<file path="src/common/vpop_pkg.sv">
`default_nettype none
package vpop_pkg;
  localparam int ELEM_W = 64;
  localparam int RES_W = 7;
  localparam int PART_W = 4;
  localparam int PARTS = ELEM_W / PART_W;
  localparam int VL_W = 8;
  localparam int MAX_VL = 128;
  localparam logic [1:0] K_POP = 2'h1;
  localparam logic [1:0] K_PARITY = 2'h2;
  localparam logic [1:0] K_LZC = 2'h3;
  localparam logic [6:0] ALL_ZERO_COUNT = 7'h40;
  typedef enum logic [1:0] {
    OP_NONE,
    OP_POPULATION_COUNT,
    OP_PARITY,
    OP_LEADING_ZERO_COUNT
  } op_t;
endpackage : vpop_pkg
`default_nettype wire

</file>
<file path="src/logic/vector_popcount_parity_lzc.sv">
`timescale 1ns/1ps
`default_nettype none
// Functional notes
// RULE1: k field code 1 population count, 2 parity, 3 leading-zero count.
// RULE2: Reserving this unit also reserves divide/sqrt, and the reverse.
// RULE3: Issue holds scalar divide/sqrt until shared vector work completes.
// RULE4: Count set bits per source element, write same destination index, for VL.
// RULE5: Only result bits 0 to 6 delivered; higher element bits forced zero.
// RULE6: Population count ranges 0 to 64 decimal.
// RULE7: Parity reuses population count, outputs only its bit 0.
// RULE8: Parity 0 for even set-bit count, 1 for odd.
// RULE9: Leading zeros above highest set bit; 0 if bit 63 set, 64 if none.
// RULE10: Two identical slices: even elements pipe 0, odd elements pipe 1.
// RULE11: Operands arrive on divide/sqrt wires, 4 bits from each steering source.
// RULE12: Results return only on the two low-order steering slices, 7 bits.
// RULE13: Mark each result valid per pipe; release reservation after last element.
module vector_popcount_parity_lzc #(
  parameter int VL_W = vpop_pkg::VL_W
) (
  input wire logic core_clk,
  input wire logic reset,
  input wire logic go,
  input wire logic [1:0] kField,
  input wire logic [VL_W-1:0] elementCount,
  input wire logic divSqrtBusy,
  input wire logic [vpop_pkg::ELEM_W-1:0] operandEven,
  input wire logic operandEvenValid,
  input wire logic [vpop_pkg::ELEM_W-1:0] operandOdd,
  input wire logic operandOddValid,
  output logic [vpop_pkg::RES_W-1:0] resultEven,
  output logic resultEvenValid,
  output logic [vpop_pkg::RES_W-1:0] resultOdd,
  output logic resultOddValid,
  output logic unitReserved,
  output logic scalarDivHold,
  output logic done
);
  typedef enum logic {IDLE, RUN} state_t;

  state_t state, next_state;
  vpop_pkg::op_t op, next_op;
  logic [VL_W-1:0] remaining, next_remaining;
  logic [vpop_pkg::RES_W-1:0] next_resultEven, next_resultOdd;
  logic next_resultEvenValid, next_resultOddValid;
  logic next_unitReserved, next_done;
  logic [vpop_pkg::RES_W-1:0] sliceRes [2];
  logic [1:0] sliceIn;

  assign sliceIn = {operandOddValid, operandEvenValid};

  // Two identical slices; operand arrives as 4-bit steering parts
  genvar s;
  generate
    for (s = 0; s < 2; s++) begin : g_slice // RULE10
      logic [vpop_pkg::ELEM_W-1:0] opnd;
      logic [6:0] pop;
      logic [6:0] lzc;
      always_comb begin
        opnd = (s == 0) ? operandEven : operandOdd; // RULE11
        pop = 7'h00;
        for (int p = 0; p < vpop_pkg::PARTS; p++) begin
          for (int b = 0; b < vpop_pkg::PART_W; b++) begin
            pop = pop + {6'h00, opnd[p*vpop_pkg::PART_W + b]}; // RULE4 RULE6
          end
        end
        lzc = vpop_pkg::ALL_ZERO_COUNT; // RULE9
        for (int b = 0; b < vpop_pkg::ELEM_W; b++) begin
          if (opnd[b]) begin
            lzc = 7'(vpop_pkg::ELEM_W - 1 - b); // RULE9
          end
        end
        unique case (op)
          vpop_pkg::OP_POPULATION_COUNT: sliceRes[s] = pop;
          vpop_pkg::OP_PARITY: sliceRes[s] = {6'h00, pop[0]}; // RULE7 RULE8
          vpop_pkg::OP_LEADING_ZERO_COUNT: sliceRes[s] = lzc;
          vpop_pkg::OP_NONE: sliceRes[s] = 7'h00;
        endcase
      end
    end
  endgenerate

  always_comb begin
    logic [VL_W-1:0] taken;
    taken = '0;
    next_state = state;
    next_op = op;
    next_remaining = remaining;
    next_resultEven = resultEven;
    next_resultOdd = resultOdd;
    next_resultEvenValid = 1'b0;
    next_resultOddValid = 1'b0;
    next_unitReserved = unitReserved;
    next_done = 1'b0;
    unique case (state)
      IDLE: begin
        // Shared unit busy with divide/sqrt: refuse to start
        if (go && !divSqrtBusy && elementCount != '0) begin // RULE2
          next_state = RUN;
          next_remaining = elementCount;
          next_unitReserved = 1'b1; // RULE2
          unique case (kField) // RULE1
            vpop_pkg::K_POP: next_op = vpop_pkg::OP_POPULATION_COUNT;
            vpop_pkg::K_PARITY: next_op = vpop_pkg::OP_PARITY;
            vpop_pkg::K_LZC: next_op = vpop_pkg::OP_LEADING_ZERO_COUNT;
            default: begin
              next_op = vpop_pkg::OP_NONE;
              next_state = IDLE;
              next_unitReserved = 1'b0;
            end
          endcase
        end
      end
      RUN: begin
        // Even pipe owns the earlier element when only one remains
        if (sliceIn[0] && remaining != '0) begin
          next_resultEven = sliceRes[0]; // RULE12 RULE5
          next_resultEvenValid = 1'b1; // RULE13
          taken = taken + 1'b1;
        end
        if (sliceIn[1] && remaining > taken) begin
          next_resultOdd = sliceRes[1]; // RULE12 RULE5
          next_resultOddValid = 1'b1; // RULE13
          taken = taken + 1'b1;
        end
        next_remaining = remaining - taken;
        if (next_remaining == '0) begin
          next_state = IDLE; // RULE13
          next_unitReserved = 1'b0;
          next_done = 1'b1;
          next_op = vpop_pkg::OP_NONE;
        end
      end
    endcase
  end

  always_ff @(posedge core_clk or posedge reset) begin
    if (reset) begin
      state <= IDLE;
      op <= vpop_pkg::OP_NONE;
      remaining <= '0;
      resultEven <= 7'h00;
      resultOdd <= 7'h00;
      resultEvenValid <= 1'b0;
      resultOddValid <= 1'b0;
      unitReserved <= 1'b0;
      scalarDivHold <= 1'b0;
      done <= 1'b0;
    end else begin
      state <= next_state;
      op <= next_op;
      remaining <= next_remaining;
      resultEven <= next_resultEven;
      resultOdd <= next_resultOdd;
      resultEvenValid <= next_resultEvenValid;
      resultOddValid <= next_resultOddValid;
      unitReserved <= next_unitReserved;
      scalarDivHold <= next_unitReserved; // RULE3
      done <= next_done;
    end
  end
endmodule : vector_popcount_parity_lzc
`default_nettype wire

</file>
<file path="config.mk">
export PLATFORM = sky130hd
export DESIGN_NAME = vector_popcount_parity_lzc
export DESIGN_NICKNAME = d
export VERILOG_FILES = /design/src/common/vpop_pkg.sv /design/src/logic/vector_popcount_parity_lzc.sv
export SDC_FILE = /design/constraint.sdc
export NUM_CORES = 1
export LEC_CHECK = 0
export ABC_CLOCK_PERIOD_IN_PS = 3000
export BUFFER_PORTS_ARGS = -buffer_cell sky130_fd_sc_hd__buf_2
export CORE_ASPECT_RATIO = 1.2
export CORE_MARGIN = 2
export CORE_UTILIZATION = 45
export DETAILED_ROUTE_END_ITERATION = 8
export PLACE_DENSITY_LB_ADDON = 0.12
export SYNTH_ARGS = -nofsm -noshare
export SYNTH_HDL_FRONTEND = slang
export SYNTH_SLANG_ARGS = --single-unit
export TNS_END_PERCENT = 5
</file>
<file path="constraint.sdc">
create_clock -name core_clk -period 3 [get_ports core_clk]
set_input_delay 0.15 -clock core_clk [delete_from_list [all_inputs] [get_ports core_clk]]
set_output_delay 0.15 -clock core_clk [all_outputs]
set_load 0.03 [all_outputs]
</file>
After elaboration in Yosys (flattened, before gate mapping)
Index checks and enable logic that the tools add are counted.
Storage, ports and cells
  output and inout bits: 19
  input port bits: 144
  logic and storage cells: 313
  register bits: 29
Operators by class
  $lt $le $gt $ge: 1
  add/subtract/negate cells: 128
  bitwise operators: 1
  reduce and logical (&&, ||, !) cells: 13
  equal/unequal tests: 8
  multiplexer cells: 153
Operator list (count)
  7-bit 2-to-1 mux: 128
  7-bit by 1-bit adder with 7-bit output: 114
  7-bit one-hot mux with 4 select lines: 2
  8-bit 2-to-1 mux: 4
  8-bit one-hot mux with 2 select lines: 1
  8-bit nonzero test: 2
  6-bit by 1-bit adder with 7-bit output: 2
  5-bit by 1-bit adder with 6-bit output: 2
  1-bit 2-to-1 mux: 12
  4-bit by 1-bit adder with 5-bit output: 2
  3-bit by 1-bit adder with 4-bit output: 2
  8-bit by 1-bit adder with 8-bit output (second input constant): 1
  2-bit equality test (second input constant): 4
  8-bit > comparator: 1
  8-bit zero test: 1
  8-bit subtractor: 1
  2-bit by 1-bit adder with 3-bit output: 2
  2-bit one-hot mux with 3 select lines: 1
  2-bit AND reduction: 3
  1-bit by 1-bit adder with 2-bit output: 2
  2-bit by 1-bit equality test with 1-bit output (second input constant): 2
  1-bit logical AND: 4
  2-bit 2-to-1 mux: 2
  1-bit one-hot mux with 2 select lines: 2
  7 further kinds: 7

Longest topological paths before layout
Gate-level depths: netlist (run 1).
  word-level depth: 65
  gate-level depth with buffers: 23
  gate-level depth less buffers: 23

Worst setup path after synthesis (run 1)
OpenSTA, ideal clock, no wires.
  path kind: in2reg
  start: in operandOdd[59] (netlist bit)
  end: reg resultOdd[4] (netlist bit)
  library setup time: 0.119 ns
  arrival time: 5.480 ns
  required time: 2.881 ns
  path buffers: 0
  slack: -2.599 ns
  stages on the path: 23
  path through: inv_1 fa_1 fa_1 inv_1 fa_1 inv_1 fa_1 inv_1 fa_1 inv_1 fa_1 fa_1 fa_1 inv_1 ha_1 inv_1 fa_1 nor2b_1 o21ai_0 nand2b_1 xnor2_1 o221ai_1 o21a_1
On the way
  word-level cells in the longest chain between the ends: 6
  elaborated cells on any way between the ends: 11
  classes of those cells: 5 x add/sub; 6 x mux
Ends and longest elaborated chain
  start: declaration: RTL line vector_popcount_parity_lzc.sv:28  | input wire logic [vpop_pkg::ELEM_W-1:0] operandOdd,
  7-bit by 1-bit adder with 7-bit output / 7-bit 2-to-1 mux (equally long branches) (5 in series): RTL line vector_popcount_parity_lzc.sv:63, vector_popcount_parity_lzc.sv:68
  7-bit one-hot mux with 4 select lines *: RTL line vector_popcount_parity_lzc.sv:72  | unique case (op)
  end signal: assignment: RTL line vector_popcount_parity_lzc.sv:153  | resultOdd <= next_resultOdd;
  end: declaration: RTL line vector_popcount_parity_lzc.sv:32  | output logic [vpop_pkg::RES_W-1:0] resultOdd,
Mark *: on every way between the ends. The rest lies on a longest branch, timed or not.
A chain may end at the register's enable or synchronous reset.

Worst setup path in the final report (run 1)
  start: in operandEven[59] (netlist bit)
  end: reg resultEven[1] (netlist bit)
On the way
  word-level cells in the longest chain between the ends: 6
  elaborated cells on any way between the ends: 11
  classes of those cells: 5 x add/sub; 6 x mux
Ends and longest elaborated chain
  start: declaration: RTL line vector_popcount_parity_lzc.sv:26  | input wire logic [vpop_pkg::ELEM_W-1:0] operandEven,
  7-bit by 1-bit adder with 7-bit output / 7-bit 2-to-1 mux (equally long branches) (5 in series): RTL line vector_popcount_parity_lzc.sv:63, vector_popcount_parity_lzc.sv:68
  7-bit one-hot mux with 4 select lines *: RTL line vector_popcount_parity_lzc.sv:72
  end signal: assignment: RTL line vector_popcount_parity_lzc.sv:152  | resultEven <= next_resultEven;
  end: declaration: RTL line vector_popcount_parity_lzc.sv:30  | output logic [vpop_pkg::RES_W-1:0] resultEven,
Marks and branches as above.

==> results of run 1 <==
==> state kept, by name, indices dropped and copies added, names as in the netlist <==
signal           flops
remaining            8
resultOdd            7
done                 1
resultOddValid       1
resultEven           7
scalarDivHold        1
state                1
resultEvenValid      1
op                   2
==> final cells by class <==
class,instances,area share (%)
tap,175,2.43
multi-input combinational,549,57.6
clock inverter,1,0.333
inverter,181,7.53
sequential,29,8.04
timing repair buffer,324,22.5
clock buffer,7,1.58
==> worst max-delay path: stages <==
cell and delay (ns):
buf_2 0.10, inv_2 0.04, fa_1 0.50, fa_1 0.54
inv_1 0.06, fa_1 0.47, inv_1 0.05, fa_1 0.48
inv_1 0.05, fa_1 0.48, inv_1 0.05, fa_1 0.45
fa_1 0.51, fa_1 0.43, inv_2 0.08, ha_4 0.13
inv_2 0.04, fa_1 0.55, o21ai_2 0.08, nand3b_1 0.25
a211oi_2 0.30, o31ai_1 0.11
==> through the flow <==
step / utilization, % / cell area, µm² / setup TNS [ns]
detailed placement: 60.9 / 8700 / -43.20
global route: 63.1 / 9020 / -40.64
CTS: 62.9 / 8990 / -36.81
floorplan: - / 6540 / -34.93
global placement: 60.9 / 8700 / -43.03
finish: 63.1 / 9020 / -36.02
==> worst paths after layout <==
path | start | end | slack, ns | cells after the start
worst max-delay path | operandEven[59] | resultEven[1] | -2.74 | 22
max in group asynchronous | reset | resultEven[4] | 2.34 | 3
worst min-delay path | reset | op[0] | 0.02 | 2
worst min register to register | resultEven[1] | resultEven[1] | 0.49 | 2
min in group core_clk | kField[0] | op[0] | 0.10 | 3
worst max register to register | remaining[4] | scalarDivHold | -0.28 | 13
==> metal layers <==
metal	wire length [µm]	global-route usage [%]
met1	7770	30.7
met2	10300	48.3
met3	658	1.87
met4	646	9.35
met5	0	0
==> repair_timing <==
| item | 4_1_cts | 5_1_grt |
|---|---|---|
| hold buffers | 0 | 0 |
| pin swaps | 19 | 12 |
| endpoints found under the setup margin | 25 | 25 |
| setup buffers | 3 | 0 |
| gates resized for setup | 24 | 13 |
==> cells in the final DEF (no fill, tap or decap), types with 4 or more instances in the layout <==
cell and n:
nor4_1 38, dfrtp_1 29, nor2b_1 9, o31ai_1 7
nand3_1 9, a31oi_1 6, a21o_1 5, a21oi_1 34
inv_2 5, o21a_1 9, or4_1 7, a211oi_1 5
xnor2_1 7, o311ai_0 6, buf_4 162, fa_1 107
ha_1 35, buf_2 161, o21ai_0 30, nand2_1 34
nand2b_1 12, a211o_1 4, nor3_1 27, o21ai_1 8
a2111oi_0 7, clkbuf_16 5, nor2_1 53, mux2i_1 4
inv_1 176, nand4_1 7
==> cells by family after synthesis <==
logic type | after synthesis
multiplexers | 4
AND/OR/NAND/NOR | 227
flip-flops | 29
adder cells (fa/ha/maj) | 147
buffers and inverters | 190
XOR/XNOR | 9
AO/OA/AOI/OAI | 162
==> metrics.txt, run 1 <==
root buf cell=clkbuf_16; ys flop type=dfrtp_1; H-tree levels=2; most numerous cell in the Yosys netlist=inv_1; area of the multi-input gates=a little over 0.005 mm²; adder-cell share of the synthesized area=about 41%; Layout fillers=roughly 1,300; simple-gate share of the synthesized area=a little under a fifth; crit path DAT=5.89 ns; Post-DP HPWL=17,400 µm; hold slack final=0.0199 ns; # DRC=0; Setup Skew=0.00516 ns; clk slew on worst S/H paths=0.05 ns; Synth Area in XOR/XNOR=under 10%; vias per cell=5.18; Nets=1,381; final setup violation count=23; Synth area leaders=fa_1 (33%), dfrtp_1 (11%), inv_1 (10%), ha_1 (7.3%), nor4_1 (3.6%); I/O pins=163; critical path class=in2reg; Die X-Extent=114 µm; Placer Congestion=0.944; # clock sinks=29; crit path time final=5.74 ns; Final Max Tran Viols=0; Pre-antenna DRT Iters=5; initial antenna violation count=0; nature of the critical path endpoint=register; Net Count, Synth=roughly 1,100; Clock Tree Buf Depth=2; Final WS setup=-2.74 ns; non-filler cells, final=~1,300; vias in the first global route=about 6,700; largest family of logic cells by synthesized area=adder cells; buffers added on ports=162; compound-cell area share of the yosys netlist=~17%; RSZ-0062 raised after global routing=true; violations in the final reports=negative setup slack; maxcap violations=0; Req. time, crit path=3.15 ns; final wirelength=around 19,000 µm; type of the worst min-delay path=in2async; outcome=finished with violations; worst skew pair latency=0.27 ns; initial core utilization=a little under half; leading area contributor after synthesis=fa_1; yosys warns=0; die area=0.0155 mm²; share of the synthesized area in the top cell type=about a third; multiplexer area fraction after synthesis=less than 1%; sequential fraction of the synthesis area=11.1%; die height=~140 µm; num rows=48; Synth Area per Inst=8.51 µm²; Cells after DPL=1,255; total number of vias=6,559; Cell Area, Synth=0.00653 mm²; worst-margin pin slew=0.788 ns; pin count of the biggest net entering global routing=21; GRT overflow=0; fin crit share=191%; CP Launch Type=primary input; TritonCTS buffer count=5; Cell variety after synth=66; Post-synth EDFFs=0; DRT iter0 DRCs=between 300 and 400; GRT Util Overall=around a quarter; Final Hold Fails=0; first-pass GRT wire length=31,400 µm; ant diodes=0; FF+latch area=726 µm²; CP Max Fanout=2; Synth Instances=768; Routed Antenna Nets=0; Post-synth ARST share=100%; WL/cell=15.3 µm; core area=0.0143 mm²; fmax=0.174 GHz; Synth top cells by count=inv_1 (180), fa_1 (109), nor2_1 (55); share of cells above drive strength 1=34.0%; CTS tree=done; synthesis-stage register bit count=29; slew margin rel.=between 40% and 50%; P&R area growth vs syn=38.2%; worst slack, placed=-3.45 ns
Power of run 1 is not shown: default switching activity piles up to over one toggle a cycle in this logic, so the estimate is an artifact.
==> run 2: changes to the inputs <==
Settings changed: SETUP_SLACK_MARGIN set to 0.2.
==> metrics.txt, run 2 (synthesis gave the netlist of run 1 again) <==
Biggest register=remaining; maxcap violations=0; Pre-antenna DRT Iters=4; nature of the critical path endpoint=register; final wirelength=19,400 µm; hold slack final=0.0176 ns; Final Core Density=a little over three fifths; GRT overflow=0; outcome=finished with violations; DRT iter0 DRCs=355; worst-case reg-to-reg path depth=13; ant diodes=0; biggest regs=remaining x8, resultEven x7, resultOdd x7; initial core utilization=45.7%; Worst path slowest cell=fa_1; num rows=48; violations in the final reports=negative setup slack; GRT Util Overall=25.8%; RSZ-0062 raised after global routing=true; CTS tree=done; initial antenna violation count=0; buffers added on ports=162; commonest non-fill, non-tap cell in the layout=inv_1; share of cells above drive strength 1=34.1%; die area=0.0155 mm²; CP Launch Type=primary input; crit path DAT=5.89 ns; Req. time, crit path=~3.2 ns; CP Buf/Inv Count=8; worst-margin pin slew=just under 0.8 ns; Final Max Tran Viols=0; # DRC=0; Final Hold Fails=0; worst slack, placed=-3.45 ns; root buf cell=clkbuf_16; Worst path depth=22; Clock Tree Buf Depth=2; Routed Antenna Nets=0; final setup violation count=20; die height=around 140 µm; H-tree levels=2; P&R area growth vs syn=38.5%; Nets=roughly 1,400; I/O pins=163; CP Max Fanout=2; critical path class=in2reg; Final WS setup=-2.73 ns; pin count of the biggest net entering global routing=21; crit-path cells=buf_2, inv_2, fa_1, fa_1, inv_1, fa_1, inv_1, fa_1, inv_1, fa_1, inv_1, fa_1, fa_1, fa_1, inv_2, ha_4, inv_2, fa_1, o21ai_2, nand3b_1, a211oi_2, o31ai_1; type of the worst min-delay path=in2async; Post-DP HPWL=between 15,000 and 20,000 µm; TritonCTS buffer count=5; worst skew pair latency=0.27 ns; CP max stage delay=0.55 ns; clk slew on worst S/H paths=0.05 ns; Setup Skew=0.00488 ns; crit path time final=5.73 ns; most frequent cells in the layout=inv_1 (176), buf_4 (162), buf_2 (161); total number of vias=6,573; vias per cell=5.19; first-pass GRT wire length=31,400 µm; Die X-Extent=114 µm; vias in the first global route=6,668; # clock sinks=29; Largest register FFs=8; Placer Congestion=0.944; core area=0.0143 mm²; slew margin rel.=47.7%; fmax=0.174 GHz; crit-path most repeated cell=fa_1; WL/cell=15.3 µm; fin crit share=191%; CP delay by family, top=adder cells
-- run 2: cell count changes in the layout (fill, tap and decap cells not counted) --
cell  delta
ha_1     -1
ha_2     -1
ha_4     +2
-- run 2: repair_timing --
item,in CTS,in global routing
endpoints found under the hold margin,0,0
endpoints found under the setup margin,26,26
buffers inserted,3,0
hold buffers,0,0
pin swaps,21,16
resized for setup,25,14
-- run 2: through the flow --
stage / cells / instance area, µm² / setup TNS, ns
2_1_floorplan: 768 / 6540 / -34.93
3_3_place_gp: 1255 / 8700 / -43.03
3_5_place_dp: 1255 / 8700 / -43.20
4_1_cts: 1266 / 8990 / -36.76
5_1_grt: 1266 / 9050 / -40.11
6_report: 1266 / 9050 / -35.66
-- run 2: worst reg2reg max path, stage by stage (launching register included) --
cell and delay (ns):
dfrtp_1 0.40, nor4_4 0.33, nand3_1 0.14, and2_4 0.16
ha_1 0.26, o211ai_1 0.17, and2_1 0.20, ha_4 0.22
ha_4 0.16, fa_2 0.53, and3_1 0.18, nand4b_1 0.12
nor2_2 0.14, o21ai_0 0.11
-- run 2: worst paths after layout --
| path | startpoint | end | slack [ns] |
|---|---|---|---|
| max | operandEven[59] | resultEven[1] | -2.73 |
| min | reset | op[0] | 0.02 |
| max reg2reg | remaining[4] | scalarDivHold | -0.25 |
| min reg2reg | resultEven[1] | resultEven[1] | 0.49 |
| max in group asynchronous | reset | resultEven[4] | 2.35 |
| min in group core_clk | kField[0] | op[0] | 0.09 |
-- run 2: routing by layer --
| metal | up-vias | wire, µm | share of wire [%] | GRT usage [%] |
|---|---|---|---|---|
| li1 | 3238 | - | - | - |
| met1 | 3112 | 7730 | 40 | 30.8 |
| met2 | 190 | 10300 | 53 | 48.3 |
| met3 | 33 | 724 | 3.7 | 1.87 |
| met4 | 0 | 622 | 3.2 | 9.35 |
| met5 | - | 0 | 0 | 0 |
-- run 2: layout make-up --
| type | count | area (µm²) |
|---|---|---|
| Clock inverter | 1 | 30.0 |
| Timing Repair Buffer | 324 | 2030 |
| Inverter | 181 | 679 |
| Clock buffer | 7 | 143 |
| Sequential cell | 29 | 726 |
| Multi-Input combinational cell | 549 | 5220 |
| Fill cell | 1297 | 5250 |
| Tap cell | 175 | 219 |
Power of run 2 is left out for the same reason.
